<file path="src/dwd_pkg.sv">
// Purpose: Shared constants and types for the dual wiper command decoder
// Assumes: 16-bit frames, two channels with two string registers each
// Notes:   Operation list below is numbered as used in the design files
`default_nettype none
package dwd_pkg;

	localparam int          DWD_WIPER_W    = 8;
	localparam int          DWD_ENTRIES    = 4;
	localparam int          DWD_FRAME_BITS = 16;

	// Frame field positions
	localparam int          DWD_CMD_MSB    = 15;
	localparam int          DWD_ADDR_MSB   = 11;
	localparam int          DWD_DATA_MSB   = 7;

	// Address bits
	localparam int          DWD_A_BCAST    = 3;
	localparam int          DWD_A_STRING   = 2;
	localparam int          DWD_A_CHAN     = 0;

	// Control register fields and reset value
	localparam int          DWD_CTL_WP     = 0;
	localparam int          DWD_CTL_NVEN   = 1;
	localparam int          DWD_CTL_LIN    = 2;
	localparam logic [2:0]  DWD_CTL_RESET  = 3'h3;

	// Nonvolatile cells leave the factory at midscale
	localparam logic [7:0]  DWD_NV_RESET   = 8'h80;

	// Readback selectors
	localparam logic [1:0]  DWD_RB_PRE     = 2'h0;
	localparam logic [1:0]  DWD_RB_NV      = 2'h1;
	localparam logic [1:0]  DWD_RB_CTL     = 2'h2;
	localparam logic [1:0]  DWD_RB_WIPER   = 2'h3;

	// Scale and shutdown data patterns, bits 7:1
	localparam logic [6:0]  DWD_TS_PAT     = 7'h40;
	localparam logic [6:0]  DWD_ZERO_PAT   = 7'h00;

	// Reload time
	localparam int          DWD_CLK_KHZ    = 10000;
	localparam int          DWD_RELOAD_US  = 30;
	localparam int          DWD_RELOAD_CYC =
		(DWD_RELOAD_US * DWD_CLK_KHZ) / 1000;
	localparam int          DWD_CNT_W      = 12;

	typedef enum logic [3:0] {
		DWD_OP_NOP    = 4'h0,
		DWD_OP_WIPER  = 4'h1,
		DWD_OP_PRE    = 4'h2,
		DWD_OP_READ   = 4'h3,
		DWD_OP_STEP   = 4'h4,
		DWD_OP_SHIFT  = 4'h5,
		DWD_OP_XFER   = 4'h6,
		DWD_OP_NVCOPY = 4'h7,
		DWD_OP_NVWR   = 4'h8,
		DWD_OP_SCALE  = 4'h9,
		DWD_OP_SWRST  = 4'hB,
		DWD_OP_SHDN   = 4'hC,
		DWD_OP_CTRL   = 4'hD
	} dwd_op_t;

	typedef struct packed {
		logic [3:0] cmd;
		logic [3:0] addr;
		logic [7:0] data;
	} dwd_frame_t;

	typedef enum logic [0:0] {
		DWD_ST_RUN    = 1'b0,
		DWD_ST_RELOAD = 1'b1
	} dwd_state_t;

endpackage : dwd_pkg
`default_nettype wire

</file>
<file path="src/dwd_spi_port.sv">
// Purpose: Serial frame receiver and readback shifter
// Assumes: sclk, cs_n and sdi synchronous to clk_sys, sclk much slower
// Notes:   Only frames of exactly 16 bits are delivered
`timescale 1ns/100ps
`default_nettype none
module dwd_spi_port
	import dwd_pkg::*;
(
	input  wire logic        clk_sys,
	input  wire logic        rstn,
	input  wire logic        sclk,
	input  wire logic        cs_n,
	input  wire logic        sdi,
	input  wire logic [15:0] tx_word,
	output logic             frame_valid,
	output dwd_frame_t       frame,
	output logic             sdo
);

	logic        sclk_q;
	logic        cs_n_q;
	logic [15:0] rx_q;
	logic [15:0] tx_q;
	logic [4:0]  cnt_q;
	logic        valid_q;

	always_ff @(posedge clk_sys or negedge rstn) begin
		if (!rstn) begin
			sclk_q <= 1'b0;
			cs_n_q <= 1'b1;
		end else begin
			sclk_q <= sclk;
			cs_n_q <= cs_n;
		end
	end

	// Sample on rising sclk, MSB first
	always_ff @(posedge clk_sys or negedge rstn) begin
		if (!rstn) begin
			rx_q  <= 16'h0000;
			cnt_q <= 5'h00;
		end else if (cs_n) begin
			cnt_q <= 5'h00;
		end else if (sclk && !sclk_q) begin
			rx_q <= {rx_q[14:0], sdi};
			if (cnt_q != 5'h1F)
				cnt_q <= cnt_q + 5'h01;
		end
	end

	always_ff @(posedge clk_sys or negedge rstn) begin
		if (!rstn)
			valid_q <= 1'b0;
		else
			valid_q <= cs_n && !cs_n_q &&
				(cnt_q == 5'(DWD_FRAME_BITS));
	end

	// Readback leaves during the frame after the request
	always_ff @(posedge clk_sys or negedge rstn) begin
		if (!rstn) begin
			tx_q <= 16'h0000;
		end else if (!cs_n && cs_n_q) begin
			tx_q <= tx_word;
		end else if (!cs_n && !sclk && sclk_q) begin
			tx_q <= {tx_q[14:0], 1'b0};
		end
	end

	assign frame_valid = valid_q;
	assign frame       = dwd_frame_t'(rx_q);
	assign sdo         = tx_q[15];

endmodule : dwd_spi_port
`default_nettype wire

</file>
<file path="src/dwd_nv_cells.sv">
// Purpose: Nonvolatile wiper store, one cell per string register
// Assumes: programming time is not modelled
// Notes:   Cells start at midscale after reset
`timescale 1ns/100ps
`default_nettype none
module dwd_nv_cells
	import dwd_pkg::*;
#(
	parameter int W = DWD_WIPER_W
)(
	input  wire logic                      clk_sys,
	input  wire logic                      rstn,
	input  wire logic                      wr_en,
	input  wire logic [1:0]                wr_idx,
	input  wire logic [W-1:0]              wr_data,
	output logic      [DWD_ENTRIES*W-1:0]  cells
);

	logic [W-1:0] mem_q [DWD_ENTRIES];

	generate
		for (genvar i = 0; i < DWD_ENTRIES; i++) begin : g_cell
			always_ff @(posedge clk_sys or negedge rstn) begin
				if (!rstn)
					mem_q[i] <= W'(DWD_NV_RESET);
				else if (wr_en && (wr_idx == 2'(i)))
					mem_q[i] <= wr_data;
			end
			assign cells[i*W +: W] = mem_q[i];
		end
	endgenerate

endmodule : dwd_nv_cells
`default_nettype wire

</file>
<file path="src/dwd_decoder.sv">
// Purpose: Command decoder and register file of a dual wiper controller
// Assumes: entry index is {channel, upper string}; nv cell index the same
// Notes:   Frames arriving during a reload are dropped
`timescale 1ns/100ps
`default_nettype none
module dwd_decoder
	import dwd_pkg::*;
#(
	parameter int W = DWD_WIPER_W
)(
	input  wire logic          clk_sys,
	input  wire logic          rstn,
	input  wire logic          sclk,
	input  wire logic          cs_n,
	input  wire logic          sdi,
	input  wire logic          reset_pin_n,
	input  wire logic          power_up_mode_pin,
	output logic               sdo,
	output logic [2*W-1:0]     lower_string_setting,
	output logic [2*W-1:0]     upper_string_setting,
	output logic [1:0]         top_scale,
	output logic [1:0]         bottom_scale,
	output logic [1:0]         shutdown,
	output logic               linear_mode,
	output logic               reload_busy
);

	localparam logic [W-1:0] FULL = {W{1'b1}};
	localparam logic [W-1:0] ONE  = W'(1);

	dwd_frame_t               frame;
	logic                     frame_valid;
	logic                     spi_sdo;
	logic [15:0]              rb_q;
	logic [DWD_ENTRIES*W-1:0] nv;
	logic                     nv_wr;
	logic [1:0]               nv_idx;
	logic [W-1:0]             nv_data;

	dwd_state_t               state_q;
	logic [DWD_CNT_W-1:0]     cnt_q;
	logic                     reload_done;
	logic [2:0]               ctl_q;
	logic                     lin;
	logic                     go;
	logic                     wp_ok;
	logic                     nv_ok;
	logic [DWD_ENTRIES-1:0]   tgt;
	logic [1:0]               single;
	logic [1:0]               chan_hit;
	logic [1:0]               chan_ld;
	logic [W-1:0]             wiper_q [DWD_ENTRIES];
	logic [W-1:0]             pre_q   [DWD_ENTRIES];
	logic [W-1:0]             wiper_d [DWD_ENTRIES];
	logic [DWD_ENTRIES-1:0]   wiper_ld;
	logic [1:0]               ts_q;
	logic [1:0]               bs_q;
	logic [1:0]               sd_q;
	logic                     lin_q;
	logic [2*W-1:0]           lower_q;
	logic [2*W-1:0]           upper_q;
	logic                     sdo_q;

	dwd_spi_port u_spi (
		.clk_sys     (clk_sys),
		.rstn        (rstn),
		.sclk        (sclk),
		.cs_n        (cs_n),
		.sdi         (sdi),
		.tx_word     (rb_q),
		.frame_valid (frame_valid),
		.frame       (frame),
		.sdo         (spi_sdo)
	);

	dwd_nv_cells #(.W(W)) u_nv (
		.clk_sys (clk_sys),
		.rstn    (rstn),
		.wr_en   (nv_wr),
		.wr_idx  (nv_idx),
		.wr_data (nv_data),
		.cells   (nv)
	);

	assign lin   = power_up_mode_pin | ctl_q[DWD_CTL_LIN];
	assign go    = frame_valid && (state_q == DWD_ST_RUN);
	assign wp_ok = ctl_q[DWD_CTL_WP];
	assign nv_ok = ctl_q[DWD_CTL_NVEN];

	// Upper string is reachable only in linear gain mode
	assign single = {frame.addr[DWD_A_CHAN],
		frame.addr[DWD_A_STRING] & lin};

	always_comb begin
		tgt = '0;
		if (frame.addr[DWD_A_BCAST])
			tgt = lin ? 4'hF : 4'h5;
		else
			tgt[single] = 1'b1;
	end

	// Power-on preset, software reset and reset pin share one sequence
	always_ff @(posedge clk_sys or negedge rstn) begin
		if (!rstn) begin
			state_q <= DWD_ST_RELOAD;
			cnt_q   <= '0;
		end else if (!reset_pin_n ||
			(go && frame.cmd == DWD_OP_SWRST)) begin
			state_q <= DWD_ST_RELOAD;
			cnt_q   <= '0;
		end else if (state_q == DWD_ST_RELOAD) begin
			if (reload_done)
				state_q <= DWD_ST_RUN;
			cnt_q <= cnt_q + 1'b1;
		end
	end

	assign reload_done = (state_q == DWD_ST_RELOAD) &&
		(cnt_q == DWD_CNT_W'(DWD_RELOAD_CYC - 1));

	always_ff @(posedge clk_sys or negedge rstn) begin
		if (!rstn)
			ctl_q <= DWD_CTL_RESET;
		else if (go && frame.cmd == DWD_OP_CTRL)
			ctl_q <= frame.data[2:0];
	end

	// Wiper, preload and step arithmetic, one copy per string register
	generate
		for (genvar i = 0; i < DWD_ENTRIES; i++) begin : g_ent
			logic [W-1:0] cur;
			assign cur = wiper_q[i];

			always_comb begin
				wiper_d[i]  = cur;
				wiper_ld[i] = 1'b0;
				if (reload_done) begin
					wiper_d[i]  = nv[i*W +: W];
					wiper_ld[i] = 1'b1;
				end else if (go && tgt[i]) begin
					case (frame.cmd)
						DWD_OP_WIPER: begin
							wiper_d[i]  = W'(frame.data);
							wiper_ld[i] = wp_ok;
						end
						DWD_OP_STEP: begin
							if (frame.data[0])
								wiper_d[i] = (cur == FULL) ? cur
									: cur + ONE;
							else
								wiper_d[i] = (cur == '0) ? cur
									: cur - ONE;
							wiper_ld[i] = wp_ok;
						end
						DWD_OP_SHIFT: begin
							if (!frame.data[0])
								wiper_d[i] = cur >> 1;
							else if (cur == '0)
								wiper_d[i] = ONE;
							else if (cur[W-1])
								wiper_d[i] = FULL;
							else
								wiper_d[i] = cur << 1;
							wiper_ld[i] = wp_ok;
						end
						DWD_OP_XFER: begin
							wiper_d[i]  = pre_q[i];
							wiper_ld[i] = wp_ok;
						end
						DWD_OP_NVCOPY: begin
							wiper_d[i]  = nv[i*W +: W];
							wiper_ld[i] = !frame.data[0];
						end
						default: begin
							wiper_d[i]  = cur;
							wiper_ld[i] = 1'b0;
						end
					endcase
				end
			end

			always_ff @(posedge clk_sys or negedge rstn) begin
				if (!rstn)
					wiper_q[i] <= W'(DWD_NV_RESET);
				else if (wiper_ld[i])
					wiper_q[i] <= wiper_d[i];
			end

			always_ff @(posedge clk_sys or negedge rstn) begin
				if (!rstn)
					pre_q[i] <= W'(DWD_NV_RESET);
				else if (wiper_ld[i])
					pre_q[i] <= wiper_d[i];
				else if (go && frame.cmd == DWD_OP_PRE &&
					!frame.addr[DWD_A_BCAST] && single == 2'(i))
					pre_q[i] <= W'(frame.data);
			end
		end
	endgenerate

	// Nonvolatile writes: store of a wiper, or direct data write
	always_comb begin
		nv_wr   = 1'b0;
		nv_idx  = single;
		nv_data = wiper_q[single];
		if (go && nv_ok) begin
			if (frame.cmd == DWD_OP_NVCOPY && frame.data[0] &&
				!frame.addr[DWD_A_BCAST]) begin
				nv_wr = 1'b1;
			end else if (frame.cmd == DWD_OP_NVWR &&
				frame.addr[3:2] == 2'h0) begin
				nv_wr   = 1'b1;
				nv_idx  = frame.addr[1:0];
				nv_data = W'(frame.data);
			end
		end
	end

	// Scale and shutdown are per channel; stored wipers stay untouched
	generate
		for (genvar c = 0; c < 2; c++) begin : g_chan
			assign chan_hit[c] = tgt[2*c] | tgt[2*c+1];
			assign chan_ld[c]  = wiper_ld[2*c] | wiper_ld[2*c+1];

			always_ff @(posedge clk_sys or negedge rstn) begin
				if (!rstn) begin
					sd_q[c] <= 1'b0;
				end else if (reload_done) begin
					sd_q[c] <= 1'b0;
				end else if (go && chan_hit[c] &&
					frame.cmd == DWD_OP_SHDN &&
					frame.data[7:1] == DWD_ZERO_PAT) begin
					sd_q[c] <= frame.data[0];
				end
			end

			always_ff @(posedge clk_sys or negedge rstn) begin
				if (!rstn) begin
					ts_q[c] <= 1'b0;
					bs_q[c] <= 1'b0;
				end else if (chan_ld[c]) begin
					ts_q[c] <= 1'b0;
					bs_q[c] <= 1'b0;
				end else if (go && chan_hit[c]) begin
					if (frame.cmd == DWD_OP_SHDN && frame.data[0] &&
						frame.data[7:1] == DWD_ZERO_PAT) begin
						ts_q[c] <= 1'b0;
						bs_q[c] <= 1'b0;
					end else if (frame.cmd == DWD_OP_SCALE &&
						frame.data[7:1] == DWD_TS_PAT) begin
						ts_q[c] <= frame.data[0];
						if (frame.data[0])
							bs_q[c] <= 1'b0;
					end else if (frame.cmd == DWD_OP_SCALE &&
						frame.data[7:1] == DWD_ZERO_PAT) begin
						bs_q[c] <= frame.data[0];
						if (frame.data[0])
							ts_q[c] <= 1'b0;
					end
				end
			end

			// Protection shows the stored value, not the live register
			always_ff @(posedge clk_sys or negedge rstn) begin
				if (!rstn) begin
					lower_q[c*W +: W] <= W'(DWD_NV_RESET);
					upper_q[c*W +: W] <= W'(DWD_NV_RESET);
				end else if (ctl_q[DWD_CTL_WP]) begin
					lower_q[c*W +: W] <= wiper_q[2*c];
					upper_q[c*W +: W] <= wiper_q[2*c+1];
				end else begin
					lower_q[c*W +: W] <= nv[2*c*W +: W];
					upper_q[c*W +: W] <= nv[(2*c+1)*W +: W];
				end
			end
		end
	endgenerate

	// Readback word is latched now, shifted out in the next frame
	always_ff @(posedge clk_sys or negedge rstn) begin
		if (!rstn) begin
			rb_q <= 16'h0000;
		end else if (go && frame.cmd == DWD_OP_READ) begin
			case (frame.data[1:0])
				DWD_RB_PRE:   rb_q <= 16'(pre_q[single]);
				DWD_RB_NV:    rb_q <= 16'(nv[frame.addr[1:0]*W +: W]);
				DWD_RB_CTL:   rb_q <= 16'(ctl_q);
				DWD_RB_WIPER: rb_q <= 16'(wiper_q[single]);
				default:      rb_q <= 16'h0000;
			endcase
		end
	end

	always_ff @(posedge clk_sys or negedge rstn) begin
		if (!rstn) begin
			lin_q <= 1'b0;
			sdo_q <= 1'b0;
		end else begin
			lin_q <= lin;
			sdo_q <= spi_sdo;
		end
	end

	assign sdo                  = sdo_q;
	assign lower_string_setting = lower_q;
	assign upper_string_setting = upper_q;
	assign top_scale            = ts_q;
	assign bottom_scale         = bs_q;
	assign shutdown             = sd_q;
	assign linear_mode          = lin_q;
	assign reload_busy          = (state_q == DWD_ST_RELOAD);

endmodule : dwd_decoder
`default_nettype wire

</file>
<file path="config.mk">
export PLATFORM = sky130hd
export DESIGN_NAME = dwd_decoder
export DESIGN_NICKNAME = d
export VERILOG_FILES = /design/src/dwd_pkg.sv /design/src/dwd_spi_port.sv /design/src/dwd_nv_cells.sv /design/src/dwd_decoder.sv
export SDC_FILE = /design/constraint.sdc
export NUM_CORES = 1
export LEC_CHECK = 0
export BUFFER_PORTS_ARGS = -buffer_cell sky130_fd_sc_hd__buf_2
export CAP_MARGIN = 20
export CORE_UTILIZATION = 38
export CTS_CLUSTER_DIAMETER = 200
export DETAILED_ROUTE_END_ITERATION = 8
export MAX_ROUTING_LAYER = met4
export PLACE_DENSITY_LB_ADDON = 0.3
export SYNTH_ARGS = -nofsm -noshare
export SYNTH_HDL_FRONTEND = slang
export SYNTH_SLANG_ARGS = --single-unit
</file>
<file path="constraint.sdc">
create_clock -name clk_sys -period 5.6 [get_ports clk_sys]
set_clock_uncertainty 0.1 [all_clocks]
set_input_delay 1.4 -clock clk_sys [delete_from_list [all_inputs] [get_ports clk_sys]]
set_output_delay 1.4 -clock clk_sys [all_outputs]
set_load 0.005 [all_outputs]
</file>
==> results of run 1 <==
-- logic make-up (layout without fill, tap and decap cells) --
logic type / after synthesis / after routing / share of synthesized area
and+or+nand+nor: 472 / 472 / 0.185
AOI/OAI and AO/OA: 373 / 373 / 0.202
DFF: 200 / 200 / 0.397
buffers and inverters: 153 / 129 / 0.0490
muxes: 135 / 135 / 0.136
xor gates and xnor gates: 27 / 27 / 0.0187
adders and majority gates: 12 / 12 / 0.0118
other: 0 / 1 / 0
-- area by class of cell --
cell class	instances	area, µm²
multi-input combinational	1019	7040
tap	442	553
timing repair buffer	69	413
antenna	1	2.50
fill	3216	19000
sequential	200	5030
inverter	28	105
clock buffer	19	443
clock inverter	13	134
-- flip-flops by register name, indices dropped and copies added (netlist names) --
signal and cells:
u_nv.cells 32, u_spi.cs_n_q 1, lower_string_setting 16, u_spi.tx_q 16
u_spi.frame 16, bottom_scale 2, cnt_q 12, pre_q 32
reload_busy 1, u_spi.frame_valid 1, u_spi.cnt_q 5, top_scale 2
g_ent.cur 32, ctl_q 3, sdo 1, upper_string_setting 16
linear_mode 1, shutdown 2, u_spi.sclk_q 1, rb_q 8
-- final timing paths --
check                            endpoint  slack [ns]  cells past startpoint
min reg2reg                           sdo        0.30                      0
min in group asynchronous        cnt_q[7]        0.99                      1
max reg2reg                     pre_q[18]        2.10                      6
max in group asynchronous  u_nv.cells[15]        3.29                      2
min                                   sdo        0.30                      0
max                             pre_q[18]        2.10                      6
-- power groups by stage --
stage / logic, µW / clock network [µW] / registers (µW)
finish: 887 / 1260 / 1750
global route: 927 / 1340 / 1760
CTS: 858 / 1290 / 1740
detailed placement: 855 / 0 / 1770
global placement: 853 / 0 / 1770
floorplan: 712 / 0 / 1560
-- critical path, stage by stage (launching register included) --
cell       delay (ns)
dfrtp_1          0.80
nand3b_1         0.90
o2bb2ai_1        0.14
a2111oi_0        0.79
a41oi_1          0.20
a21oi_1          0.29
a31oi_1          0.13
-- through the flow --
| stage | instances | utilization | worst slack [ns] | instance area, µm² | hold WS (ns) |
|---|---|---|---|---|---|
| final | 1791 | 0.420 | 2.10 | 13700 | 0.298 |
| after CTS | 1789 | 0.419 | 2.21 | 13700 | 0.306 |
| after global placement | 1757 | 0.402 | 1.85 | 13100 | 0.264 |
| after floorplan | 1372 | - | 2.36 | 12700 | 0.253 |
| after global routing | 1791 | 0.420 | 1.92 | 13700 | 0.321 |
| after detailed placement | 1757 | 0.402 | 1.84 | 13100 | 0.270 |
-- placed cells by master (no fill, tap or decap), types with 16 or more instances in the layout --
master and n:
nand2_1 177, dfrtp_1 177, nor2_1 102, o21ai_0 82
a21oi_1 69, mux2_2 58, mux2i_1 53, buf_2 46
nand3_1 37, nor3_1 30, a31oi_1 30, inv_1 28
mux4_2 24, buf_4 21, a22oi_1 20, dfstp_2 20
xor2_1 18, clkbuf_16 17, a221o_1 16
-- routing by layer --
| metal | global-route usage | up-vias | wire length [µm] |
|---|---|---|---|
| li1 | - | 5021 | - |
| met2 | 0.397 | 719 | 19400 |
| met5 | - | - | 0 |
| met4 | 0.153 | 0 | 2480 |
| met3 | 0.0699 | 150 | 4820 |
| met1 | 0.379 | 5627 | 19100 |
==> impl_results.md, run 1 <==
* GRT Util Overall at 0.285
* Worst slew margin at 0.241
* Initial antenna violation count at 1
* Antenna viol nets, final at 0
* Inserted Clock Buffers at 17
* Outcome: finished clean
* Post-Syn Area at approximately 0.013 mm²
* Clock Power Share at 0.324
* R2r startpoint: u_spi.frame[15]
* Post-synth top flop: dfrtp_1
* Clock transition at path regs at roughly 0.080 ns
* FP Rows at 66
* Hold_buf cts at 0
* Most common cell in the synthesized netlist: dfrtp_1
* Least-Margin Pin Slew at between 1 and 1.5 ns
* Effective utilization at floorplan at 0.387
* RSZ-0062 raised after global routing: no
* Syn avg cell area at between 9 and 10 µm²
* Post-Syn Instances at around 1400
* Crit Path Max Fanout at 18
* Die area at 0.0341 mm²
* Nets at ~1400
* Crit end category: flop
* Sw Share at 0.363
* Largest net degree at the start of global routing at between 100 and 150
* Reg power frac at 0.449
* Top cells by count, synth: 180 x dfrtp_1, 177 x nand2_1, 102 x nor2_1, 87 x clkbuf_1, 82 x o21ai_0
* Top-area cell type share of the netlist area at 0.355
* Core area at 0.0327 mm²
* Clk root buf: clkbuf_16
* DIE WIDTH at between 150 and 200 µm
* Max-cap viol count at 0
* DPL Wire Length at ~31 mm
* NetSw at between 1000 and 1500 µW
* Final GP Congestion at 0.994
* Layout area overhead at 8.31%
* Layout cells sized above 1 at 0.175
* Setup_tns at 0 ns
* Largest cells by area after synthesis: dfrtp_1 36%, nand2_1 5.2%, mux2_2 5.2%
* First-pass GRT wire length at between 60 and 70 mm
* CTS H-tree depth at 4
* Total power at 3900 µW
* Final Hold Fails at 0
* Comb pwr share at 0.227
* Worst EP arrival at 3.73 ns
* Leak at between 0.005 and 0.006 µW
* Final setup violation count at 0
* Count of cell types in the netlist at 90
* Clock Latency Late Sink at 0.47 ns
* CTS Sinks at 200
* Internal at around 2500 µW
* PostCTS Resize Cnt at 0
* WP data required at ~5.8 ns
* Hold WC Path Type: reg2reg
* Hold_sp: u_spi.tx_q[15]
* DR WL/cell at between 20 and 30 µm
* Vias in the first global route at 10778
* Number of enable flip-flop cells after synthesis at 0
* Seq/Total Area, Yosys at 0.397
* Post-synthesis register bit count at 200
* Routed WL at between 40 and 50 mm
* # port buffers at 47
* Critical setup path kind: reg2reg
* TritonCTS clock tree: done
* Critical Path Start: u_spi.frame[15]
* DRC marker count from the first detailed-route iteration at 1617
* IO Count at 48
* Total power divided by cell area at approximately 280 mW/mm²
* Ys async rst share at 1.00
* GRT Residual Overflow at 0
* Vias after detailed routing at around 12000
* Ratio of final minimum period to clock period at 0.626
* Crit path time final at approximately 3.5 ns
* Post-synth top area cell: dfrtp_1
* Syn. warnings at 0
* Slew Limit Fails at 0
* Longest Clk Path Bufs at 2
* Drt pass-1 iters at 6
* Startpoint Class: flop
* Fmax at ~0.29 GHz
* IR drop worst, VDD at between 0.0002 and 0.0003 V
* Die H at around 180 µm
* Vias/cell at 6.43
* Synthesized Nets at 1391
* Remaining DRCs at 0
* Post-CTS Setup Bufs at 0
(Power assumes the default switching activity.)
==> run 2: changes to the inputs <==
==> constraint.sdc (replaced) <==
create_clock -name clk_sys -period 3.55 [get_ports clk_sys]
set_clock_uncertainty 0.1 [all_clocks]
set_input_delay 0.8875 -clock clk_sys [delete_from_list [all_inputs] [get_ports clk_sys]]
set_output_delay 0.8875 -clock clk_sys [all_outputs]
set_load 0.005 [all_outputs]
==> run 2 against run 1 <==
Against the previous run: sequential power is 46% higher; clock power is 61% higher; first-iteration DRC count is 14% lower; largest cell class unchanged; highest routed layer unchanged.
==> impl_results.md, run 2 (same netlist as run 1, synthesis figures left out) <==
* Outcome: finished clean
* Sw Share at 0.358
* Hold WC Path Type: reg2reg
* Routed WL at 46.3 mm
* Vias in the first global route at 10934
* Place WS at 0.464 ns
* Clock Power Share at 0.322
* Hold_buf cts at 0
* Crit Path Max Fanout at 11
* Layout cells sized above 1 at 0.201
* First-pass GRT wire length at approximately 70 mm
* CP top delay family: compound AO/OA/AOI/OAI gates
* IR drop worst, VDD at 0.000375 V
* Critical setup path kind: reg2reg
* CTS H-tree depth at 4
* CP Buf/Inv Count at 1
* WP data required at about 3.8 ns
* Initial antenna violation count at 1
* Comb pwr share at 0.273
* Fmax at 0.308 GHz
* Worst slew margin at 0.217
* DPL Wire Length at ~32 mm
* Final Hold Fails at 0
* FP Rows at 66
* Antenna viol nets, final at 0
* Inserted Clock Buffers at 17
* FF-to-FF End: g_ent[2].cur[6]
* Clock Latency Late Sink at 0.45 ns
* Core area at roughly 0.033 mm²
* Largest net degree at the start of global routing at roughly 70
* Final setup violation count at 0
* Crit path largest cell delay at slightly below 0.7 ns
* Reg2reg setup slack at 0.31 ns
* Reg power frac at 0.405
* NetSw at ~2300 µW
* Ratio of final minimum period to clock period at 0.914
* Startpoint Class: flop
* Internal at between 4000 and 5000 µW
* Clock transition at path regs at about 0.080 ns
* Drt pass-1 iters at 5
* Hold_sp: u_spi.tx_q[15]
* Final GP Congestion at 1.03
* Crit end category: flop
* Crit path time final at around 3.2 ns
* Critical-path top delay cell: or4b_2
* Clk root buf: clkbuf_16
* PostCTS Resize Cnt at 0
* Leak at a little under 0.006 µW
* Hold depth at 0
* Longest Clk Path Bufs at 2
* Worst EP arrival at between 3 and 4 ns
* DIE WIDTH at around 180 µm
* Vias/cell at ~6.4
* Die H at 185 µm
* GRT Util Overall at 0.285
* Setup slack after layout at a little over 0.3 ns
* R2r startpoint: g_ent[2].cur[0]
* TritonCTS clock tree: done
* Slew Limit Fails at 0
* Layout area overhead at 11.1%
* # port buffers at between 40 and 50
* Nets at 1396
* RSZ-0062 raised after global routing: no
* Most frequent cells in the layout: 177 x nand2_1, 177 x dfrtp_1, 102 x nor2_1
* DRC marker count from the first detailed-route iteration at 1393
* Remaining DRCs at 0
* IO Count at 48
* DR WL/cell at approximately 25 µm
* Vias after detailed routing at between 10000 and 15000
* Core Util, Final at 0.431
* WHS Endpoint: sdo
* GRT Residual Overflow at 0
* CTS Sinks at 200
* Worst R2R Path Depth at 7
* Setup_tns at 0 ns
* Die area at 0.0341 mm²
* Total power at approximately 6300 µW
* Critical-path cell list: inv_1 > ha_1 > or4b_2 > o21a_1 > o311ai_0 > a21boi_0 > a221o_1
* Effective utilization at floorplan at 0.387
* Least-Margin Pin Slew at 1.17 ns
* Max-cap viol count at 0
* Post-CTS Setup Bufs at 0
* Total power divided by cell area at 447 mW/mm²
## run 2: worst max-delay path by stage
stage,startpoint,endpoint,depth (start not counted)
3_3_place_gp,power_up_mode_pin,pre_q[15],7
5_1_grt,g_ent[2].cur[0],g_ent[2].cur[6],7
3_5_place_dp,g_ent[2].cur[0],g_ent[2].cur[6],7
4_1_cts,g_ent[2].cur[0],g_ent[2].cur[6],7
6_report,g_ent[2].cur[0],g_ent[2].cur[6],7
2_1_floorplan,power_up_mode_pin,rb_q[1],7
## run 2: metrics by stage
| stage | hold slack [ns] | std cells | instance area, µm² |
|---|---|---|---|
| 3_3_place_gp | 0.266 | 1798 | 13500 |
| 4_1_cts | 0.294 | 1832 | 14100 |
| 6_report | 0.292 | 1833 | 14100 |
| 5_1_grt | 0.298 | 1833 | 14100 |
| 3_5_place_dp | 0.275 | 1800 | 13500 |
| 2_1_floorplan | 0.253 | 1372 | 12700 |
## run 2: final cells by class
cell class | count | area, µm²
Clock buffer | 20 | 467
Multi-Input combinational cell | 1019 | 7030
Sequential cell | 200 | 5030
Clock inverter | 12 | 133
Antenna cell | 1 | 2.50
Fill cell | 3250 | 18600
Inverter | 28 | 105
Tap cell | 442 | 553
Timing Repair Buffer | 111 | 753
## run 2: routing by layer
metal / vias up / wire length [µm] / global-route usage
met1: 5756 / 19400 / 0.375
met5: - / 0 / -
met2: 711 / 19900 / 0.410
met4: 0 / 2230 / 0.130
met3: 161 / 4730 / 0.0701
li1: 5092 / - / -
## run 2: power by group through the flow
stage               clock (µW)  combinational (µW)  sequential, µW
global placement             0                1650            2580
floorplan                    0                1120            2460
CTS                       2060                1650            2540
global route              2150                1780            2570
detailed placement           0                1650            2590
finish                    2030                1720            2550
==> run 3: changes to the inputs <==
--- a/config.mk
+++ b/config.mk
@@ -5,9 +5,10 @@
 export SDC_FILE = /design/constraint.sdc
 export NUM_CORES = 1
 export LEC_CHECK = 0
-export BUFFER_PORTS_ARGS = -buffer_cell sky130_fd_sc_hd__buf_2
+export BUFFER_PORTS_ARGS = -buffer_cell sky130_fd_sc_hd__clkbuf_2
 export CAP_MARGIN = 20
 export CORE_UTILIZATION = 38
+export CTS_BUF_LIST = sky130_fd_sc_hd__clkbuf_16
 export CTS_CLUSTER_DIAMETER = 200
 export DETAILED_ROUTE_END_ITERATION = 8
 export MAX_ROUTING_LAYER = met4
==> run 3 against run 2 <==
Against the previous run: flip-flop and latch count did not move; register-to-register slack barely moved; worst setup slack got worse by 0.014 ns; combinational power barely moved; sequential share of layout area barely moved; design area fell by 0.12%; core utilization fell by 0.054 points; routed wire length fell by 0.60%; critical path type unchanged; critical endpoint unchanged; largest cell class unchanged; highest routed layer unchanged.
==> impl_results.md, run 3 (same netlist as run 1, synthesis figures left out) <==
* Drt pass-1 iters at 7
* RSZ-0062 raised after global routing: no
* PostCTS Resize Cnt at 0
* GRT Util Overall at 0.287
* Outcome: finished clean
* R2r startpoint: g_ent[2].cur[0]
* IO Count at 48
* Die area at between 0.03 and 0.04 mm²
* Hold WC Path Type: reg2reg
* Clk root buf: clkbuf_16
* Antenna viol nets, final at 0
* Startpoint Class: flop
* Total power divided by cell area at 443 mW/mm²
* DIE WIDTH at between 150 and 200 µm
* Fmax at 0.307 GHz
* Crit Path Max Fanout at 11
* Vias after detailed routing at 11699
* Final GP Congestion at roughly 1.0
* Vias/cell at ~6.4
* Most frequent cells in the layout: 177 x nand2_1, 177 x dfrtp_1, 102 x nor2_1
* IR drop worst, VDD at 0.000358 V
* Final setup violation count at 0
* GRT Residual Overflow at 0
* Layout cells sized above 1 at 0.202
* Crit path largest cell delay at approximately 0.7 ns
* TritonCTS clock tree: done
* FF-to-FF End: g_ent[2].cur[6]
* Critical setup path kind: reg2reg
* Leak at around 0.0059 µW
* Crit path time final at roughly 3.3 ns
* Register area at ~0.0050 mm²
* Final Hold Fails at 0
* Die H at about 180 µm
* # port buffers at 47
* WHS Endpoint: sdo
* Initial antenna violation count at 2
* CTS H-tree depth at 4
* Max-cap viol count at 0
* Routed WL at approximately 46 mm
* Setup_tns at 0 ns
* Reg2reg setup slack at roughly 0.29 ns
* Core area at ~0.033 mm²
* Clock transition at path regs at about 0.080 ns
* Remaining DRCs at 0
* Layout fillers at roughly 3200
* Crit end category: flop
* Slew Limit Fails at 0
* First-pass GRT wire length at roughly 70 mm
* Critical-path cell list: inv_1 > ha_1 > or4b_2 > o21a_1 > o311ai_0 > a21boi_0 > a221o_1
* DPL Wire Length at approximately 33 mm
* Clock Latency Late Sink at around 0.48 ns
* Nets at 1398
* Post-CTS Setup Bufs at 0
* Layout area overhead at 11.0%
* CTS Sinks at 200
* Effective utilization at floorplan at 0.387
* Core Util, Final at 0.430
* Multi-input logic area at 0.00703 mm²
* WP data required at 3.81 ns
* Hold_sp: u_spi.tx_q[15]
* Largest net degree at the start of global routing at 68
* Worst EP arrival at 3.52 ns
* Hold depth at 0
* DRC marker count from the first detailed-route iteration at about 1500
* DR WL/cell at between 20 and 30 µm
* Critical-path top delay cell: or4b_2
* FP Rows at 66
* Longest Clk Path Bufs at 2
* Worst slew margin at 0.269
* Hold_buf cts at 0
* Least-Margin Pin Slew at roughly 1.1 ns
* Inserted Clock Buffers at 17
* Ratio of final minimum period to clock period at 0.918
* Vias in the first global route at between 10000 and 15000
* Worst R2R Path Depth at 7
run 3: report_power, final:
| part | internal, µW | switching [µW] |
|---|---|---|
| combinational | 630 | 1080 |
| sequential | 2360 | 186 |
| clock | 942 | 1040 |
| total | 3930 | 2300 |
run 3: worst max-delay path by stage:
stage	slack, ns	start	depth (start not counted)	to
final	0.29	g_ent[2].cur[0]	7	g_ent[2].cur[6]
after global routing	0.28	g_ent[2].cur[0]	7	g_ent[2].cur[6]
after floorplan	0.82	power_up_mode_pin	7	rb_q[1]
after CTS	0.44	g_ent[2].cur[0]	7	g_ent[2].cur[6]
after detailed placement	0.47	g_ent[2].cur[0]	7	g_ent[2].cur[6]
after global placement	0.53	power_up_mode_pin	7	pre_q[15]
run 3: through the flow:
stage               total power [µW]  worst slack (ns)  cell area (µm²)  hold WS [ns]  instances
finish                          6240             0.291            14100         0.285       1836
global route                    6450             0.279            14100         0.298       1836
CTS                             6220             0.440            14000         0.289       1833
detailed placement              4230             0.469            13500         0.267       1801
global placement                4230             0.526            13500         0.266       1801
floorplan                       3580             0.822            12700         0.253       1372
run 3: cell type report:
type / count / share of cell area
multi-input cells: 1019 / 0.500
clock inverters: 15 / 0.0110
flip-flops and latches: 200 / 0.358
diodes: 2 / 0.000356
well taps: 442 / 0.0393
clock buffers: 17 / 0.0303
repair buffers: 113 / 0.0535
inverters: 28 / 0.00747
run 3: per-layer routing:
layer,share of wire,GRT usage,vias to the layer above
li1,-,-,5108
met1,0.41,0.377,5697
met2,0.43,0.405,732
met3,0.10,0.0707,162
met4,0.053,0.151,0
met5,0,-,-
run 3: worst max-delay path: cells and delay by family (launching register included):
family	cells	cell delay (ns)
DFF	1	0.54
adders and majority gates	1	0.30
and+or+nand+nor	1	0.70
buffers and inverters	1	0.14
AOI/OAI and AO/OA	4	1.35
